File: src/pkg/usart_pkg.sv
// Notes on behaviour
// RULE1 - control/data select high means status or control, low means character data
// RULE2 - host read happens only while read strobe and chip select are both low
// RULE3 - host write happens only while write strobe and chip select are low
// RULE4 - every host access is ignored while chip select is high
// RULE5 - sync mode: external sync detect starts reception at next receive clock rise
// RULE6 - transmission runs only with clear-to-send low and transmit enable set; code checks both only when a character starts
// RULE7 - status bit 7 shows the data-set-ready level
// RULE8 - serial output changes only on transmit clock falling edges; code also pulls it low as soon as send break (command bit 3) is set
// RULE9 - receiver samples on receive clock rises scaled by baud factor
// RULE10 - reset input clears all registers and control at once, without clock
// RULE11 - data-terminal-ready output low while command bit 1 is set
// RULE12 - request-to-send output low while command bit 5 is set
// RULE13 - output enable low whenever read data is driven on output bus
// RULE14 - receiver ready high while a received character waits
// RULE15 - async mode: sync/break output high while a break is on receive line
// RULE16 - transmitter empty high when nothing is left to send
// RULE17 - transmitter ready high when another byte can be accepted
// RULE18 - transmitter ready only with clear-to-send active and transmit enable set
// RULE19 - data read clears receiver ready until next character arrives
package usart_pkg;

  // ----------------------------------------------------------------
  // command bits
  // ----------------------------------------------------------------
  localparam int CMD_TXEN = 0;
  localparam int CMD_DTR  = 1;
  localparam int CMD_RXEN = 2;
  localparam int CMD_SBRK = 3;
  localparam int CMD_ERST = 4;
  localparam int CMD_RTS  = 5;
  localparam int CMD_IRST = 6;

  // ----------------------------------------------------------------
  // status bits
  // ----------------------------------------------------------------
  localparam int ST_TXRDY = 0;
  localparam int ST_RXRDY = 1;
  localparam int ST_TXEMP = 2;
  localparam int ST_PERR  = 3;
  localparam int ST_OERR  = 4;
  localparam int ST_FERR  = 5;
  localparam int ST_SYNBK = 6;
  localparam int ST_DSR   = 7;

  // ----------------------------------------------------------------
  // mode fields and reset values
  // ----------------------------------------------------------------
  localparam int MODE_PEN = 4;
  localparam int MODE_EP  = 5;
  localparam logic [7:0] MODE_RST = 8'h00;
  localparam logic [7:0] CMD_RST  = 8'h00;
  localparam logic [1:0] BAUD_SYNC = 2'h0;
  localparam logic [1:0] BAUD_X16  = 2'h2;
  localparam logic [1:0] BAUD_X64  = 2'h3;
  localparam logic [1:0] STOP_1P5  = 2'h2;
  localparam logic [1:0] STOP_2    = 2'h3;

  // ----------------------------------------------------------------
  // timing counts in link clock edges per bit
  // ----------------------------------------------------------------
  localparam logic [7:0] TICKS_X1  = 8'h01;
  localparam logic [7:0] TICKS_X16 = 8'h10;
  localparam logic [7:0] TICKS_X64 = 8'h40;

  function automatic logic [7:0] bit_ticks(input logic [7:0] mode);
    case (mode[1:0])
      BAUD_X16: bit_ticks = TICKS_X16;
      BAUD_X64: bit_ticks = TICKS_X64;
      default:  bit_ticks = TICKS_X1;
    endcase
  endfunction : bit_ticks

  // 1.5 stop bits at x1 collapses to one bit period
  function automatic logic [7:0] stop_ticks(input logic [7:0] mode);
    case (mode[7:6])
      STOP_1P5: stop_ticks = bit_ticks(mode) + (bit_ticks(mode) >> 1);
      STOP_2:   stop_ticks = bit_ticks(mode) << 1;
      default:  stop_ticks = bit_ticks(mode);
    endcase
  endfunction : stop_ticks

  function automatic logic [3:0] word_bits(input logic [7:0] mode);
    word_bits = 4'h5 + {2'h0, mode[3:2]};
  endfunction : word_bits

  function automatic logic par_bit(input logic [7:0] data, input logic [7:0] mode);
    logic [7:0] mask;
    mask    = 8'hFF >> (4'h8 - word_bits(mode));
    par_bit = (^(data & mask)) ^ ~mode[MODE_EP];
  endfunction : par_bit

endpackage : usart_pkg

File: src/pkg/link_edges_if.sv
`timescale 1ns/100ps
interface link_edges_if;
  logic rx_rise;
  logic tx_fall;
  modport source (output rx_rise, output tx_fall);
  modport sink   (input  rx_rise, input  tx_fall);
endinterface : link_edges_if

File: src/logic/usart_ports.sv
`timescale 1ns/100ps
module usart_ports (
  input  wire logic       mclk_i,
  input  wire logic       rstn_i,
  input  wire logic       cnd_i,
  input  wire logic [7:0] din_i,
  input  wire logic       ext_sync_i,
  input  wire logic       cs_n_i,
  input  wire logic       cts_n_i,
  input  wire logic       dsr_n_i,
  input  wire logic       rd_n_i,
  input  wire logic       wr_n_i,
  input  wire logic       rxc_n_i,
  input  wire logic       txc_n_i,
  input  wire logic       rxd_i,
  output logic      [7:0] dout_o,
  output logic            oe_n_o,
  output logic            dtr_n_o,
  output logic            rts_n_o,
  output logic            rx_ready_o,
  output logic            sync_break_o,
  output logic            txd_o,
  output logic            tx_empty_o,
  output logic            tx_ready_o
);

  typedef enum logic [2:0] {RX_IDLE, RX_START, RX_DATA, RX_PAR, RX_STOP, RX_HUNT} rx_state_t;
  typedef enum logic [2:0] {TX_IDLE, TX_START, TX_DATA, TX_PAR, TX_STOP} tx_state_t;

  // ----------------------------------------------------------------
  // reset release
  // ----------------------------------------------------------------
  logic [1:0] rst_q;
  logic       rst_n;

  always_ff @(posedge mclk_i or negedge rstn_i) begin
    if (!rstn_i) begin
      rst_q <= 2'h0; // RULE10
    end else begin
      rst_q <= {rst_q[0], 1'b1};
    end
  end
  assign rst_n = rst_q[1];

  // ----------------------------------------------------------------
  // pin synchronisers
  // ----------------------------------------------------------------
  logic [7:0] din_s1_q, din_q;
  logic [1:0] cs_n_s_q, rd_n_s_q, wr_n_s_q, cnd_s_q;
  logic [1:0] cts_s_q, dsr_s_q, rxd_s_q, sync_s_q;
  logic       rd_act, wr_act, rd_prev_q, wr_prev_q;

  always_ff @(posedge mclk_i or negedge rst_n) begin
    if (!rst_n) begin
      din_s1_q <= 8'h00;
      din_q    <= 8'h00;
      cs_n_s_q <= 2'h3;
      rd_n_s_q <= 2'h3;
      wr_n_s_q <= 2'h3;
      cnd_s_q  <= 2'h0;
      cts_s_q  <= 2'h3;
      dsr_s_q  <= 2'h3;
      rxd_s_q  <= 2'h3;
      sync_s_q <= 2'h0;
    end else begin
      din_s1_q <= din_i;
      din_q    <= din_s1_q;
      cs_n_s_q <= {cs_n_s_q[0], cs_n_i};
      rd_n_s_q <= {rd_n_s_q[0], rd_n_i};
      wr_n_s_q <= {wr_n_s_q[0], wr_n_i};
      cnd_s_q  <= {cnd_s_q[0], cnd_i};
      cts_s_q  <= {cts_s_q[0], cts_n_i};
      dsr_s_q  <= {dsr_s_q[0], dsr_n_i};
      rxd_s_q  <= {rxd_s_q[0], rxd_i};
      sync_s_q <= {sync_s_q[0], ext_sync_i};
    end
  end

  assign rd_act = ~cs_n_s_q[1] & ~rd_n_s_q[1]; // RULE2 RULE4
  assign wr_act = ~cs_n_s_q[1] & ~wr_n_s_q[1]; // RULE3 RULE4

  always_ff @(posedge mclk_i or negedge rst_n) begin
    if (!rst_n) begin
      rd_prev_q <= 1'b0;
      wr_prev_q <= 1'b0;
    end else begin
      rd_prev_q <= rd_act;
      wr_prev_q <= wr_act;
    end
  end

  // ----------------------------------------------------------------
  // link clock edges
  // ----------------------------------------------------------------
  link_edges_if edges ();

  link_edges u_edges (
    .mclk_i  (mclk_i),
    .rstn_i  (rst_n),
    .rxc_n_i (rxc_n_i),
    .txc_n_i (txc_n_i),
    .edges   (edges.source)
  );

  // ----------------------------------------------------------------
  // mode and command
  // ----------------------------------------------------------------
  logic       wr_start, wr_ctrl, wr_data, rd_data_end;
  logic       expect_mode_q;
  logic [7:0] mode_q, cmd_q;
  logic       sync_mode, tx_en;

  // one write per strobe, taken at its leading edge
  assign wr_start    = wr_act & ~wr_prev_q;
  assign wr_ctrl     = wr_start & cnd_s_q[1];  // RULE1
  assign wr_data     = wr_start & ~cnd_s_q[1]; // RULE1
  assign rd_data_end = ~rd_act & rd_prev_q & ~cnd_s_q[1];
  assign sync_mode   = (mode_q[1:0] == usart_pkg::BAUD_SYNC);
  assign tx_en       = ~cts_s_q[1] & cmd_q[usart_pkg::CMD_TXEN]; // RULE6

  always_ff @(posedge mclk_i or negedge rst_n) begin
    if (!rst_n) begin
      expect_mode_q <= 1'b1;
      mode_q        <= usart_pkg::MODE_RST;
      cmd_q         <= usart_pkg::CMD_RST;
    end else if (wr_ctrl) begin
      if (expect_mode_q) begin
        mode_q        <= din_q;
        expect_mode_q <= 1'b0;
      end else if (din_q[usart_pkg::CMD_IRST]) begin
        cmd_q         <= usart_pkg::CMD_RST;
        expect_mode_q <= 1'b1;
      end else begin
        cmd_q <= din_q;
      end
    end
  end

  // ----------------------------------------------------------------
  // receiver
  // ----------------------------------------------------------------
  rx_state_t  rx_st_q;
  logic [7:0] rx_cnt_q, rx_sh_q, rx_buf_q;
  logic [3:0] rx_bits_q;
  logic       rx_par_q, rx_done, rx_ready_q;
  logic       perr_q, oerr_q, ferr_q, brk_q, syn_q;
  logic       rx_tick, rx_mid, rx_en, err_clr;
  logic [7:0] rx_word;

  assign rx_en   = cmd_q[usart_pkg::CMD_RXEN] & ~expect_mode_q;
  assign rx_tick = edges.rx_rise;
  assign rx_mid  = (rx_cnt_q + 8'h01) == ((usart_pkg::bit_ticks(mode_q) >> 1) + 8'h01);
  assign rx_word = rx_sh_q >> (4'h8 - usart_pkg::word_bits(mode_q));
  assign err_clr = wr_ctrl & ~expect_mode_q & din_q[usart_pkg::CMD_ERST];

  always_ff @(posedge mclk_i or negedge rst_n) begin
    if (!rst_n) begin
      rx_st_q   <= RX_IDLE;
      rx_cnt_q  <= 8'h00;
      rx_bits_q <= 4'h0;
      rx_sh_q   <= 8'h00;
      rx_par_q  <= 1'b0;
    end else if (!rx_en) begin
      rx_st_q <= RX_IDLE;
    end else if (rx_tick) begin // RULE9
      case (rx_st_q)
        RX_IDLE: begin
          rx_bits_q <= 4'h0;
          if (sync_mode) begin
            rx_st_q <= RX_HUNT;
          end else if (!rxd_s_q[1]) begin
            rx_cnt_q <= 8'h00;
            rx_st_q  <= rx_mid ? RX_DATA : RX_START;
          end
        end
        RX_HUNT: begin
          if (sync_s_q[1]) begin
            rx_sh_q   <= {rxd_s_q[1], rx_sh_q[7:1]};
            rx_bits_q <= 4'h1;
            rx_st_q   <= RX_DATA; // RULE5
          end
        end
        RX_START: begin
          rx_cnt_q <= rx_cnt_q + 8'h01;
          if (rx_mid) begin
            rx_cnt_q <= 8'h00;
            rx_st_q  <= rxd_s_q[1] ? RX_IDLE : RX_DATA;
          end
        end
        default: begin
          rx_cnt_q <= rx_cnt_q + 8'h01;
          if (sync_mode || rx_cnt_q + 8'h01 == usart_pkg::bit_ticks(mode_q)) begin
            rx_cnt_q <= 8'h00;
            if (rx_st_q == RX_DATA) begin
              rx_sh_q   <= {rxd_s_q[1], rx_sh_q[7:1]};
              rx_bits_q <= rx_bits_q + 4'h1;
              if (rx_bits_q + 4'h1 == usart_pkg::word_bits(mode_q)) begin
                rx_bits_q <= 4'h0;
                if (mode_q[usart_pkg::MODE_PEN]) begin
                  rx_st_q <= RX_PAR;
                end else begin
                  rx_st_q <= sync_mode ? RX_DATA : RX_STOP;
                end
              end
            end else if (rx_st_q == RX_PAR) begin
              rx_par_q <= rxd_s_q[1];
              rx_st_q  <= sync_mode ? RX_DATA : RX_STOP;
            end else begin
              rx_st_q <= RX_IDLE;
            end
          end
        end
      endcase
    end
  end

  // a character completes at its stop bit, or at its last bit in sync mode
  always_comb begin
    rx_done = 1'b0;
    if (rx_en && rx_tick && (sync_mode || rx_cnt_q + 8'h01 == usart_pkg::bit_ticks(mode_q))) begin
      if (rx_st_q == RX_STOP) begin
        rx_done = 1'b1;
      end else if (sync_mode && rx_st_q == RX_PAR) begin
        rx_done = 1'b1;
      end else if (sync_mode && rx_st_q == RX_DATA && !mode_q[usart_pkg::MODE_PEN]
                   && rx_bits_q + 4'h1 == usart_pkg::word_bits(mode_q)) begin
        rx_done = 1'b1;
      end
    end
  end

  always_ff @(posedge mclk_i or negedge rst_n) begin
    if (!rst_n) begin
      rx_buf_q   <= 8'h00;
      rx_ready_q <= 1'b0;
    end else if (rx_done) begin
      // last data bit not yet shifted in sync mode without parity: align on live bit
      rx_buf_q   <= (sync_mode && rx_st_q == RX_DATA)
                    ? ({rxd_s_q[1], rx_sh_q[7:1]} >> (4'h8 - usart_pkg::word_bits(mode_q)))
                    : rx_word;
      rx_ready_q <= 1'b1; // RULE14
    end else if (rd_data_end) begin
      rx_ready_q <= 1'b0; // RULE19
    end
  end

  // errors: a new event wins over the error-reset command
  always_ff @(posedge mclk_i or negedge rst_n) begin
    if (!rst_n) begin
      perr_q <= 1'b0;
      oerr_q <= 1'b0;
      ferr_q <= 1'b0;
    end else begin
      if (rx_done && rx_st_q != RX_DATA && mode_q[usart_pkg::MODE_PEN]) begin
        perr_q <= (rx_st_q == RX_PAR ? rxd_s_q[1] : rx_par_q)
                  != usart_pkg::par_bit(rx_word, mode_q);
      end else if (err_clr) begin
        perr_q <= 1'b0;
      end
      if (rx_done && rx_ready_q) begin
        oerr_q <= 1'b1;
      end else if (err_clr) begin
        oerr_q <= 1'b0;
      end
      if (rx_done && !sync_mode && !rxd_s_q[1]) begin
        ferr_q <= 1'b1;
      end else if (err_clr) begin
        ferr_q <= 1'b0;
      end
    end
  end

  // break holds until the line returns to mark
  always_ff @(posedge mclk_i or negedge rst_n) begin
    if (!rst_n) begin
      brk_q <= 1'b0;
      syn_q <= 1'b0;
    end else begin
      if (rx_done && !sync_mode && !rxd_s_q[1] && rx_word == 8'h00) begin
        brk_q <= 1'b1; // RULE15
      end else if (rxd_s_q[1] || sync_mode) begin
        brk_q <= 1'b0;
      end
      if (rx_tick && rx_st_q == RX_HUNT && sync_s_q[1]) begin
        syn_q <= 1'b1;
      end else if (!sync_mode || (rd_data_end == 1'b0 && rd_act && cnd_s_q[1])) begin
        syn_q <= 1'b0;
      end
    end
  end

  // ----------------------------------------------------------------
  // transmitter
  // ----------------------------------------------------------------
  tx_state_t  tx_st_q;
  logic [7:0] tx_hold_q, tx_sh_q, tx_cnt_q;
  logic [3:0] tx_bits_q;
  logic       hold_full_q, tx_load, tx_line_q, tx_par_q;

  assign tx_load = edges.tx_fall && tx_st_q == TX_IDLE && hold_full_q && tx_en; // RULE6

  always_ff @(posedge mclk_i or negedge rst_n) begin
    if (!rst_n) begin
      tx_hold_q   <= 8'h00;
      hold_full_q <= 1'b0;
    end else if (wr_data) begin
      tx_hold_q   <= din_q; // RULE3
      hold_full_q <= 1'b1;
    end else if (tx_load || expect_mode_q) begin
      hold_full_q <= 1'b0;
    end
  end

  always_ff @(posedge mclk_i or negedge rst_n) begin
    if (!rst_n) begin
      tx_st_q   <= TX_IDLE;
      tx_sh_q   <= 8'h00;
      tx_cnt_q  <= 8'h00;
      tx_bits_q <= 4'h0;
      tx_par_q  <= 1'b0;
      tx_line_q <= 1'b1;
    end else if (expect_mode_q) begin
      tx_st_q   <= TX_IDLE;
      tx_line_q <= 1'b1;
    end else if (edges.tx_fall) begin // RULE8
      if (tx_st_q == TX_IDLE) begin
        tx_line_q <= 1'b1;
        if (tx_load) begin
          tx_par_q  <= usart_pkg::par_bit(tx_hold_q, mode_q);
          tx_cnt_q  <= usart_pkg::bit_ticks(mode_q) - 8'h01;
          tx_bits_q <= 4'h0;
          if (sync_mode) begin
            tx_line_q <= tx_hold_q[0];
            tx_sh_q   <= tx_hold_q >> 1;
            tx_bits_q <= 4'h1;
            tx_st_q   <= TX_DATA;
          end else begin
            tx_line_q <= 1'b0;
            tx_sh_q   <= tx_hold_q;
            tx_st_q   <= TX_START;
          end
        end
      end else if (tx_cnt_q != 8'h00) begin
        tx_cnt_q <= tx_cnt_q - 8'h01;
      end else begin
        tx_cnt_q <= usart_pkg::bit_ticks(mode_q) - 8'h01;
        case (tx_st_q)
          TX_START, TX_DATA: begin
            if (tx_st_q == TX_DATA && tx_bits_q == usart_pkg::word_bits(mode_q)) begin
              if (mode_q[usart_pkg::MODE_PEN]) begin
                tx_line_q <= tx_par_q;
                tx_st_q   <= TX_PAR;
              end else if (sync_mode) begin
                tx_line_q <= 1'b1;
                tx_st_q   <= TX_IDLE;
              end else begin
                tx_line_q <= 1'b1;
                tx_cnt_q  <= usart_pkg::stop_ticks(mode_q) - 8'h01;
                tx_st_q   <= TX_STOP;
              end
            end else begin
              tx_line_q <= tx_sh_q[0];
              tx_sh_q   <= tx_sh_q >> 1;
              tx_bits_q <= tx_bits_q + 4'h1;
              tx_st_q   <= TX_DATA;
            end
          end
          TX_PAR: begin
            tx_line_q <= 1'b1;
            if (sync_mode) begin
              tx_st_q <= TX_IDLE;
            end else begin
              tx_cnt_q <= usart_pkg::stop_ticks(mode_q) - 8'h01;
              tx_st_q  <= TX_STOP;
            end
          end
          default: begin
            tx_line_q <= 1'b1;
            tx_st_q   <= TX_IDLE;
          end
        endcase
      end
    end
  end

  // ----------------------------------------------------------------
  // host read path and registered outputs
  // ----------------------------------------------------------------
  logic [7:0] status;

  always_comb begin
    status                      = 8'h00;
    status[usart_pkg::ST_TXRDY] = ~hold_full_q;
    status[usart_pkg::ST_RXRDY] = rx_ready_q;
    status[usart_pkg::ST_TXEMP] = ~hold_full_q & (tx_st_q == TX_IDLE);
    status[usart_pkg::ST_PERR]  = perr_q;
    status[usart_pkg::ST_OERR]  = oerr_q;
    status[usart_pkg::ST_FERR]  = ferr_q;
    status[usart_pkg::ST_SYNBK] = sync_mode ? syn_q : brk_q;
    status[usart_pkg::ST_DSR]   = ~dsr_s_q[1]; // RULE7
  end

  always_ff @(posedge mclk_i or negedge rst_n) begin
    if (!rst_n) begin
      dout_o <= 8'h00;
      oe_n_o <= 1'b1;
    end else begin
      oe_n_o <= ~rd_act; // RULE13
      if (rd_act) begin
        dout_o <= cnd_s_q[1] ? status : rx_buf_q; // RULE1 RULE2
      end
    end
  end

  always_ff @(posedge mclk_i or negedge rst_n) begin
    if (!rst_n) begin
      dtr_n_o      <= 1'b1;
      rts_n_o      <= 1'b1;
      rx_ready_o   <= 1'b0;
      sync_break_o <= 1'b0;
      txd_o        <= 1'b1;
      tx_empty_o   <= 1'b1;
      tx_ready_o   <= 1'b0;
    end else begin
      dtr_n_o      <= ~cmd_q[usart_pkg::CMD_DTR]; // RULE11
      rts_n_o      <= ~cmd_q[usart_pkg::CMD_RTS]; // RULE12
      rx_ready_o   <= rx_ready_q; // RULE14
      sync_break_o <= status[usart_pkg::ST_SYNBK]; // RULE15
      txd_o        <= tx_line_q & ~cmd_q[usart_pkg::CMD_SBRK]; // RULE8
      tx_empty_o   <= status[usart_pkg::ST_TXEMP]; // RULE16
      tx_ready_o   <= ~hold_full_q & ~expect_mode_q & tx_en; // RULE17 RULE18
    end
  end

endmodule : usart_ports

File: src/logic/link_edges.sv
`timescale 1ns/100ps
module link_edges (
  input  wire logic   mclk_i,
  input  wire logic   rstn_i,
  input  wire logic   rxc_n_i,
  input  wire logic   txc_n_i,
  link_edges_if.source edges
);

  // ----------------------------------------------------------------
  // two-stage sync, third stage only for edge finding
  // ----------------------------------------------------------------
  logic [2:0] rxc_q;
  logic [2:0] txc_q;

  always_ff @(posedge mclk_i or negedge rstn_i) begin
    if (!rstn_i) begin
      rxc_q <= 3'h7;
      txc_q <= 3'h7;
    end else begin
      rxc_q <= {rxc_q[1:0], rxc_n_i};
      txc_q <= {txc_q[1:0], txc_n_i};
    end
  end

  assign edges.rx_rise = rxc_q[1] & ~rxc_q[2]; // RULE9
  assign edges.tx_fall = ~txc_q[1] & txc_q[2]; // RULE8

endmodule : link_edges

File: config.mk
export PLATFORM = sky130hd
export DESIGN_NAME = usart_ports
export DESIGN_NICKNAME = d
export VERILOG_FILES = /design/src/pkg/usart_pkg.sv /design/src/pkg/link_edges_if.sv /design/src/logic/usart_ports.sv /design/src/logic/link_edges.sv
export SDC_FILE = /design/constraint.sdc
export NUM_CORES = 1
export LEC_CHECK = 0
export ABC_AREA = 1
export BUFFER_PORTS_ARGS = -buffer_cell sky130_fd_sc_hd__buf_2
export CELL_PAD_IN_SITES_DETAIL_PLACEMENT = 1
export CELL_PAD_IN_SITES_GLOBAL_PLACEMENT = 1
export CORE_ASPECT_RATIO = 1.75
export CORE_MARGIN = 2
export CORE_UTILIZATION = 25
export DETAILED_ROUTE_END_ITERATION = 6
export PLACE_DENSITY = 0.6
export SETUP_SLACK_MARGIN = 0.1
export SYNTH_ARGS = -nofsm -noshare
export SYNTH_HDL_FRONTEND = slang
export SYNTH_HIERARCHICAL = 1
export SYNTH_SLANG_ARGS = --single-unit
File: constraint.sdc
create_clock -name mclk_i -period 3.86 [get_ports mclk_i]
set_input_delay 0.579 -clock mclk_i [delete_from_list [all_inputs] [get_ports mclk_i]]
set_output_delay 0.579 -clock mclk_i [all_outputs]
set_load 0.005 [all_outputs]
==> out/metrics.json <==
{
  "total_leakage_power": {"value": 4.131, "unit": "nW"},
  "die_w": {"value": 133.6, "unit": "um"},
  "global_routing_usage_summed_across_all_routing_layers": {"value": 14.59, "unit": "%"},
  "reg2reg_slack": {"value": 970, "unit": "ps"},
  "number_of_global_route_vias_before_repair": {"value": 6545},
  "async_reset_ff_share": {"value": 100.0, "unit": "%"},
  "timing.slew.headroom": {"value": 25.25, "unit": "%"},
  "p_comb_share": {"value": 35.7, "unit": "%"},
  "timing_worst_slew_pin_value": {"value": 1117, "unit": "ps"},
  "finalInstanceArea": {"value": 8526, "unit": "um^2"},
  "seqPwrFrac": {"value": 34.7, "unit": "%"},
  "netlist_top_cells_area": {"value": "sky130_fd_sc_hd__dfrtp_1 40%, sky130_fd_sc_hd__nand2_1 14%, sky130_fd_sc_hd__dfstp_2 8.9%, sky130_fd_sc_hd__inv_1 5.0%, sky130_fd_sc_hd__o21ai_0 4.8%"},
  "rsz_0062_raised_after_global_routing": {"value": "false"},
  "vias": {"value": 6093},
  "worst-path-buf-inv": {"value": 3},
  "slowest_stage": {"value": "sky130_fd_sc_hd__nor2_1"},
  "final.setup.tns": {"value": 0, "unit": "ps"},
  "nets": {"value": 986},
  "critical-path-top-delay-family": {"value": "simple AND/OR/NAND/NOR gates"},
  "crit_path_end_kind": {"value": "flip-flop"},
  "portBuffers": {"value": 35},
  "clock_latency": {"value": 450, "unit": "ps"},
  "synth.net_count": {"value": 945},
  "synth_sequential_area_ratio": {"value": 49.43, "unit": "%"},
  "global_route_wire_length_before_repair": {"value": 34.62, "unit": "mm"},
  "vdd.ir_drop.worst": {"value": 0.0003665, "unit": "V"},
  "final_hold_fails": {"value": 0},
  "ys_warn_count": {"value": 6},
  "synth.top_cell.area_share": {"value": 40.50, "unit": "%"},
  "detail_route.wl_per_cell": {"value": 15.66, "unit": "um"},
  "drt_pre_antenna_iters": {"value": 4},
  "cts.path.max_buffers": {"value": 2},
  "post-synth-top-area-cell": {"value": "sky130_fd_sc_hd__dfrtp_1"},
  "cts_made_buffers": {"value": 17},
  "final.min_clock_period": {"value": 2889, "unit": "ps"},
  "commonest_cells_after_routing_fill_and_taps_aside": {"value": "282 x sky130_fd_sc_hd__nand2_1, 118 x sky130_fd_sc_hd__dfrtp_1, 97 x sky130_fd_sc_hd__inv_1"},
  "timing.final.setup_violations": {"value": 0},
  "globalplace.congestion": {"value": 0.8022},
  "critical_path.cell_chain": {"value": "inv_1 > ha_1 > nand2_2 > inv_1 > nor2_1 > nand2_1 > nand3_1 > nand2_1 > nand2_1 > inv_1 > nand2_1 > nand2_1 > xnor2_1 > nand2_1 > nand2_1"},
  "cp.required": {"value": 4260, "unit": "ps"},
  "post_cts_buffers": {"value": 0},
  "power.density_cell_area": {"value": 639.2, "unit": "nW/um^2"},
  "die_y": {"value": 230.9, "unit": "um"},
  "crit_path_max_fanout": {"value": 12},
  "htree_num_levels": {"value": 4},
  "hold_path_class": {"value": "in -> reg"},
  "crit_arrival": {"value": 3290, "unit": "ps"},
  "critical_path_origin": {"value": "mode_q[2]$_DFFE_PN0P_"},
  "grt_max_degree": {"value": 60},
  "run_status": {"value": "finished clean"},
  "ys_types": {"value": 51},
  "setup_slack": {"value": 970.6, "unit": "ps"},
  "internal_power": {"value": 3.165, "unit": "mW"},
  "io-pin-count": {"value": 36},
  "core_area": {"value": 29180, "unit": "um^2"},
  "hold_path_startpoint": {"value": "dsr_n_i"},
  "fmax": {"value": 0.3461, "unit": "GHz"},
  "detailed_place_hpwl": {"value": 16.29, "unit": "mm"},
  "worst_path_most_repeated_cell": {"value": "sky130_fd_sc_hd__nand2_1"},
  "most_frequent_standard_cell_in_the_layout_excluding_fill_and_tap_cells": {"value": "sky130_fd_sc_hd__nand2_1"},
  "endpoint_of_the_lowest_slack_register_to_register_path": {"value": "perr_q$_DFFE_PN0P_"},
  "part_of_the_total_power_dissipated_in_the_clock_network": {"value": 29.6, "unit": "%"},
  "layout.filler_cells": {"value": 3489},
  "total_power_after_layout": {"value": 5.449, "unit": "mW"},
  "finalCritPeriodShare": {"value": 74.85, "unit": "%"},
  "clock-root-buffer": {"value": "sky130_fd_sc_hd__clkbuf_16"},
  "clkSinkCount": {"value": 144},
  "crit_path_max_cell_delay": {"value": 570, "unit": "ps"},
  "synth_flop_cell": {"value": "sky130_fd_sc_hd__dfrtp_1"},
  "drt_drc_violations_left": {"value": 0},
  "die_area": {"value": 30860, "unit": "um^2"},
  "detail_route.vias_per_cell": {"value": 4.507},
  "pins_over_their_slew_limit": {"value": 0},
  "path_clk_slew": {"value": 70, "unit": "ps"},
  "post_route_cells_drive_above_1_share": {"value": 14.64, "unit": "%"},
  "route.final.wire_length": {"value": 21.17, "unit": "mm"},
  "antenna_cells": {"value": 0},
  "syn_avg_cell_area": {"value": 8.028, "unit": "um^2"},
  "post_dp_cell_area": {"value": 7950, "unit": "um^2"},
  "drt_iter0_drcs": {"value": 193},
  "min_delay_path_depth": {"value": 1},
  "layout-area-overhead-vs-synth": {"value": 15.94, "unit": "%"},
  "power_switching_share": {"value": 41.93, "unit": "%"},
  "fin_worst_skew": {"value": 12.92, "unit": "ps"},
  "synth_area": {"value": 7353, "unit": "um^2"},
  "net-switching-power": {"value": 2.285, "unit": "mW"},
  "ff2ff_path_depth": {"value": 15},
  "worst-setup-path-type": {"value": "reg -> reg"},
  "antenna_found_initial": {"value": 0},
  "startpoint_type": {"value": "flip-flop"},
  "hold_end": {"value": "dsr_s_q[0]$_DFF_PN1_"},
  "core.rowCount": {"value": 83},
  "synth_seq_cells": {"value": 144},
  "floorplan.initialDensity": {"value": 25.20, "unit": "%"},
  "cts_tree": {"value": "done"},
  "grt_overflow": {"value": 0},
  "synth_enable_flop_cells": {"value": 0},
  "worstReg2RegStart": {"value": "mode_q[2]$_DFFE_PN0P_"},
  "route.antenna.remaining_nets": {"value": 0},
  "maxCapViolCount": {"value": 0},
  "dp_worst_setup_slack": {"value": 979.7, "unit": "ps"},
  "syn-instance-count": {"value": 916}
}
==> how the worst max path moves through the flow <==
| stage | end | slack [ps] | cells past startpoint |
|---|---|---|---|
| floorplan | brk_q$_DFFE_PN0P_ | 1490 | 0 |
| global placement | perr_q$_DFFE_PN0P_ | 1110 | 15 |
| detailed placement | perr_q$_DFFE_PN0P_ | 980 | 15 |
| CTS | perr_q$_DFFE_PN0P_ | 940 | 15 |
| global route | perr_q$_DFFE_PN0P_ | 660 | 15 |
| finish | perr_q$_DFFE_PN0P_ | 970 | 15 |
==> power groups by stage <==
| stage | logic [mW] | clock network (mW) | registers [mW] |
|---|---|---|---|
| final | 1.95 | 1.61 | 1.89 |
| after global routing | 2.22 | 1.70 | 1.92 |
| after CTS | 1.99 | 1.66 | 1.90 |
| after detailed placement | 1.98 | 0 | 1.92 |
| after global placement | 1.94 | 0 | 1.92 |
| after floorplan | 1.49 | 0 | 1.86 |
==> flip-flops by register name, indices dropped and copies added (netlist names), 3 cells and up <==
signal         count
rx_st_q            3
tx_cnt_q           8
cmd_q              5
tx_st_q            3
dout_o             8
tx_hold_q          8
u_edges/rxc_q      3
tx_bits_q          4
mode_q             8
rx_cnt_q           8
din_q              8
tx_sh_q            8
u_edges/txc_q      3
rx_bits_q          4
rx_sh_q            8
din_s1_q           8
rx_buf_q           8
==> kinds of logic (layout without fill, tap and decap cells) <==
group	Yosys count	count (layout)	synth area share [%]
simple gates	474	474	28.43
flops	144	144	49.43
compound gates	141	141	10.99
buf+inv	127	181	7.146
xor+xnor	19	19	2.263
fa+ha+maj	9	9	1.531
other cells	1	1	0.05100
mux	1	1	0.1531
==> per-stage QoR <==
stage	utilization, %	hold slack (ps)	instances
6_report	29.22	225.9	1352
5_1_grt	29.22	210.3	1352
4_1_cts	29.22	203.1	1352
3_5_place_dp	27.24	336.2	1319
3_3_place_gp	27.24	333.2	1319
2_1_floorplan	-	283.4	916
==> routing by layer <==
layer  part of all wire [%]  global-route usage [%]  vias up
li1                       -                       -     3025
met2                     57                   28.83       57
met5                      0                       0        -
met3                    1.2                   2.042       31
met4                    3.0                   6.616        0
met1                     39                   14.83     2980
==> cell type report <==
class | count | area, um^2 | area share (%)
Timing Repair Buffer | 41 | 235.2 | 2.759
Clock inverter | 15 | 140.1 | 1.644
Inverter | 108 | 415.4 | 4.872
Sequential cell | 144 | 3638 | 42.68
Tap cell | 382 | 478.0 | 5.606
Clock buffer | 17 | 425.4 | 4.990
Multi-Input combinational cell | 645 | 3193 | 37.45
==> cells in the mapped netlist, types with 3 or more instances <==
master,instances
sky130_fd_sc_hd__xnor2_1,8
sky130_fd_sc_hd__nand2_4,4
sky130_fd_sc_hd__nor2_4,4
sky130_fd_sc_hd__o22ai_1,4
sky130_fd_sc_hd__xor2_1,11
sky130_fd_sc_hd__dfstp_2,25
sky130_fd_sc_hd__nand4_1,12
sky130_fd_sc_hd__o221ai_1,3
sky130_fd_sc_hd__nor2_2,8
sky130_fd_sc_hd__o21ai_2,3
sky130_fd_sc_hd__a21oi_1,24
sky130_fd_sc_hd__nand3_1,68
sky130_fd_sc_hd__o21ai_1,15
sky130_fd_sc_hd__nor2_1,70
sky130_fd_sc_hd__dfrtp_1,119
sky130_fd_sc_hd__a22oi_1,5
sky130_fd_sc_hd__nand2_2,4
sky130_fd_sc_hd__buf_2,7
sky130_fd_sc_hd__o21a_1,4
sky130_fd_sc_hd__inv_1,97
sky130_fd_sc_hd__nand3_2,3
sky130_fd_sc_hd__buf_4,4
sky130_fd_sc_hd__o21ai_0,71
sky130_fd_sc_hd__clkbuf_1,6
sky130_fd_sc_hd__ha_1,9
sky130_fd_sc_hd__o31ai_1,4
sky130_fd_sc_hd__inv_2,7
sky130_fd_sc_hd__nand2_1,282
sky130_fd_sc_hd__nor3_1,7
==> what timing repair did <==
action / 4_1_cts / 5_1_grt
hold buffers: 1 / 0
setup endpoints to repair: 0 / 0
resized for setup: 0 / 0
hold endpoints to repair: 2 / 0
Power figures use the tool's default switching activity.
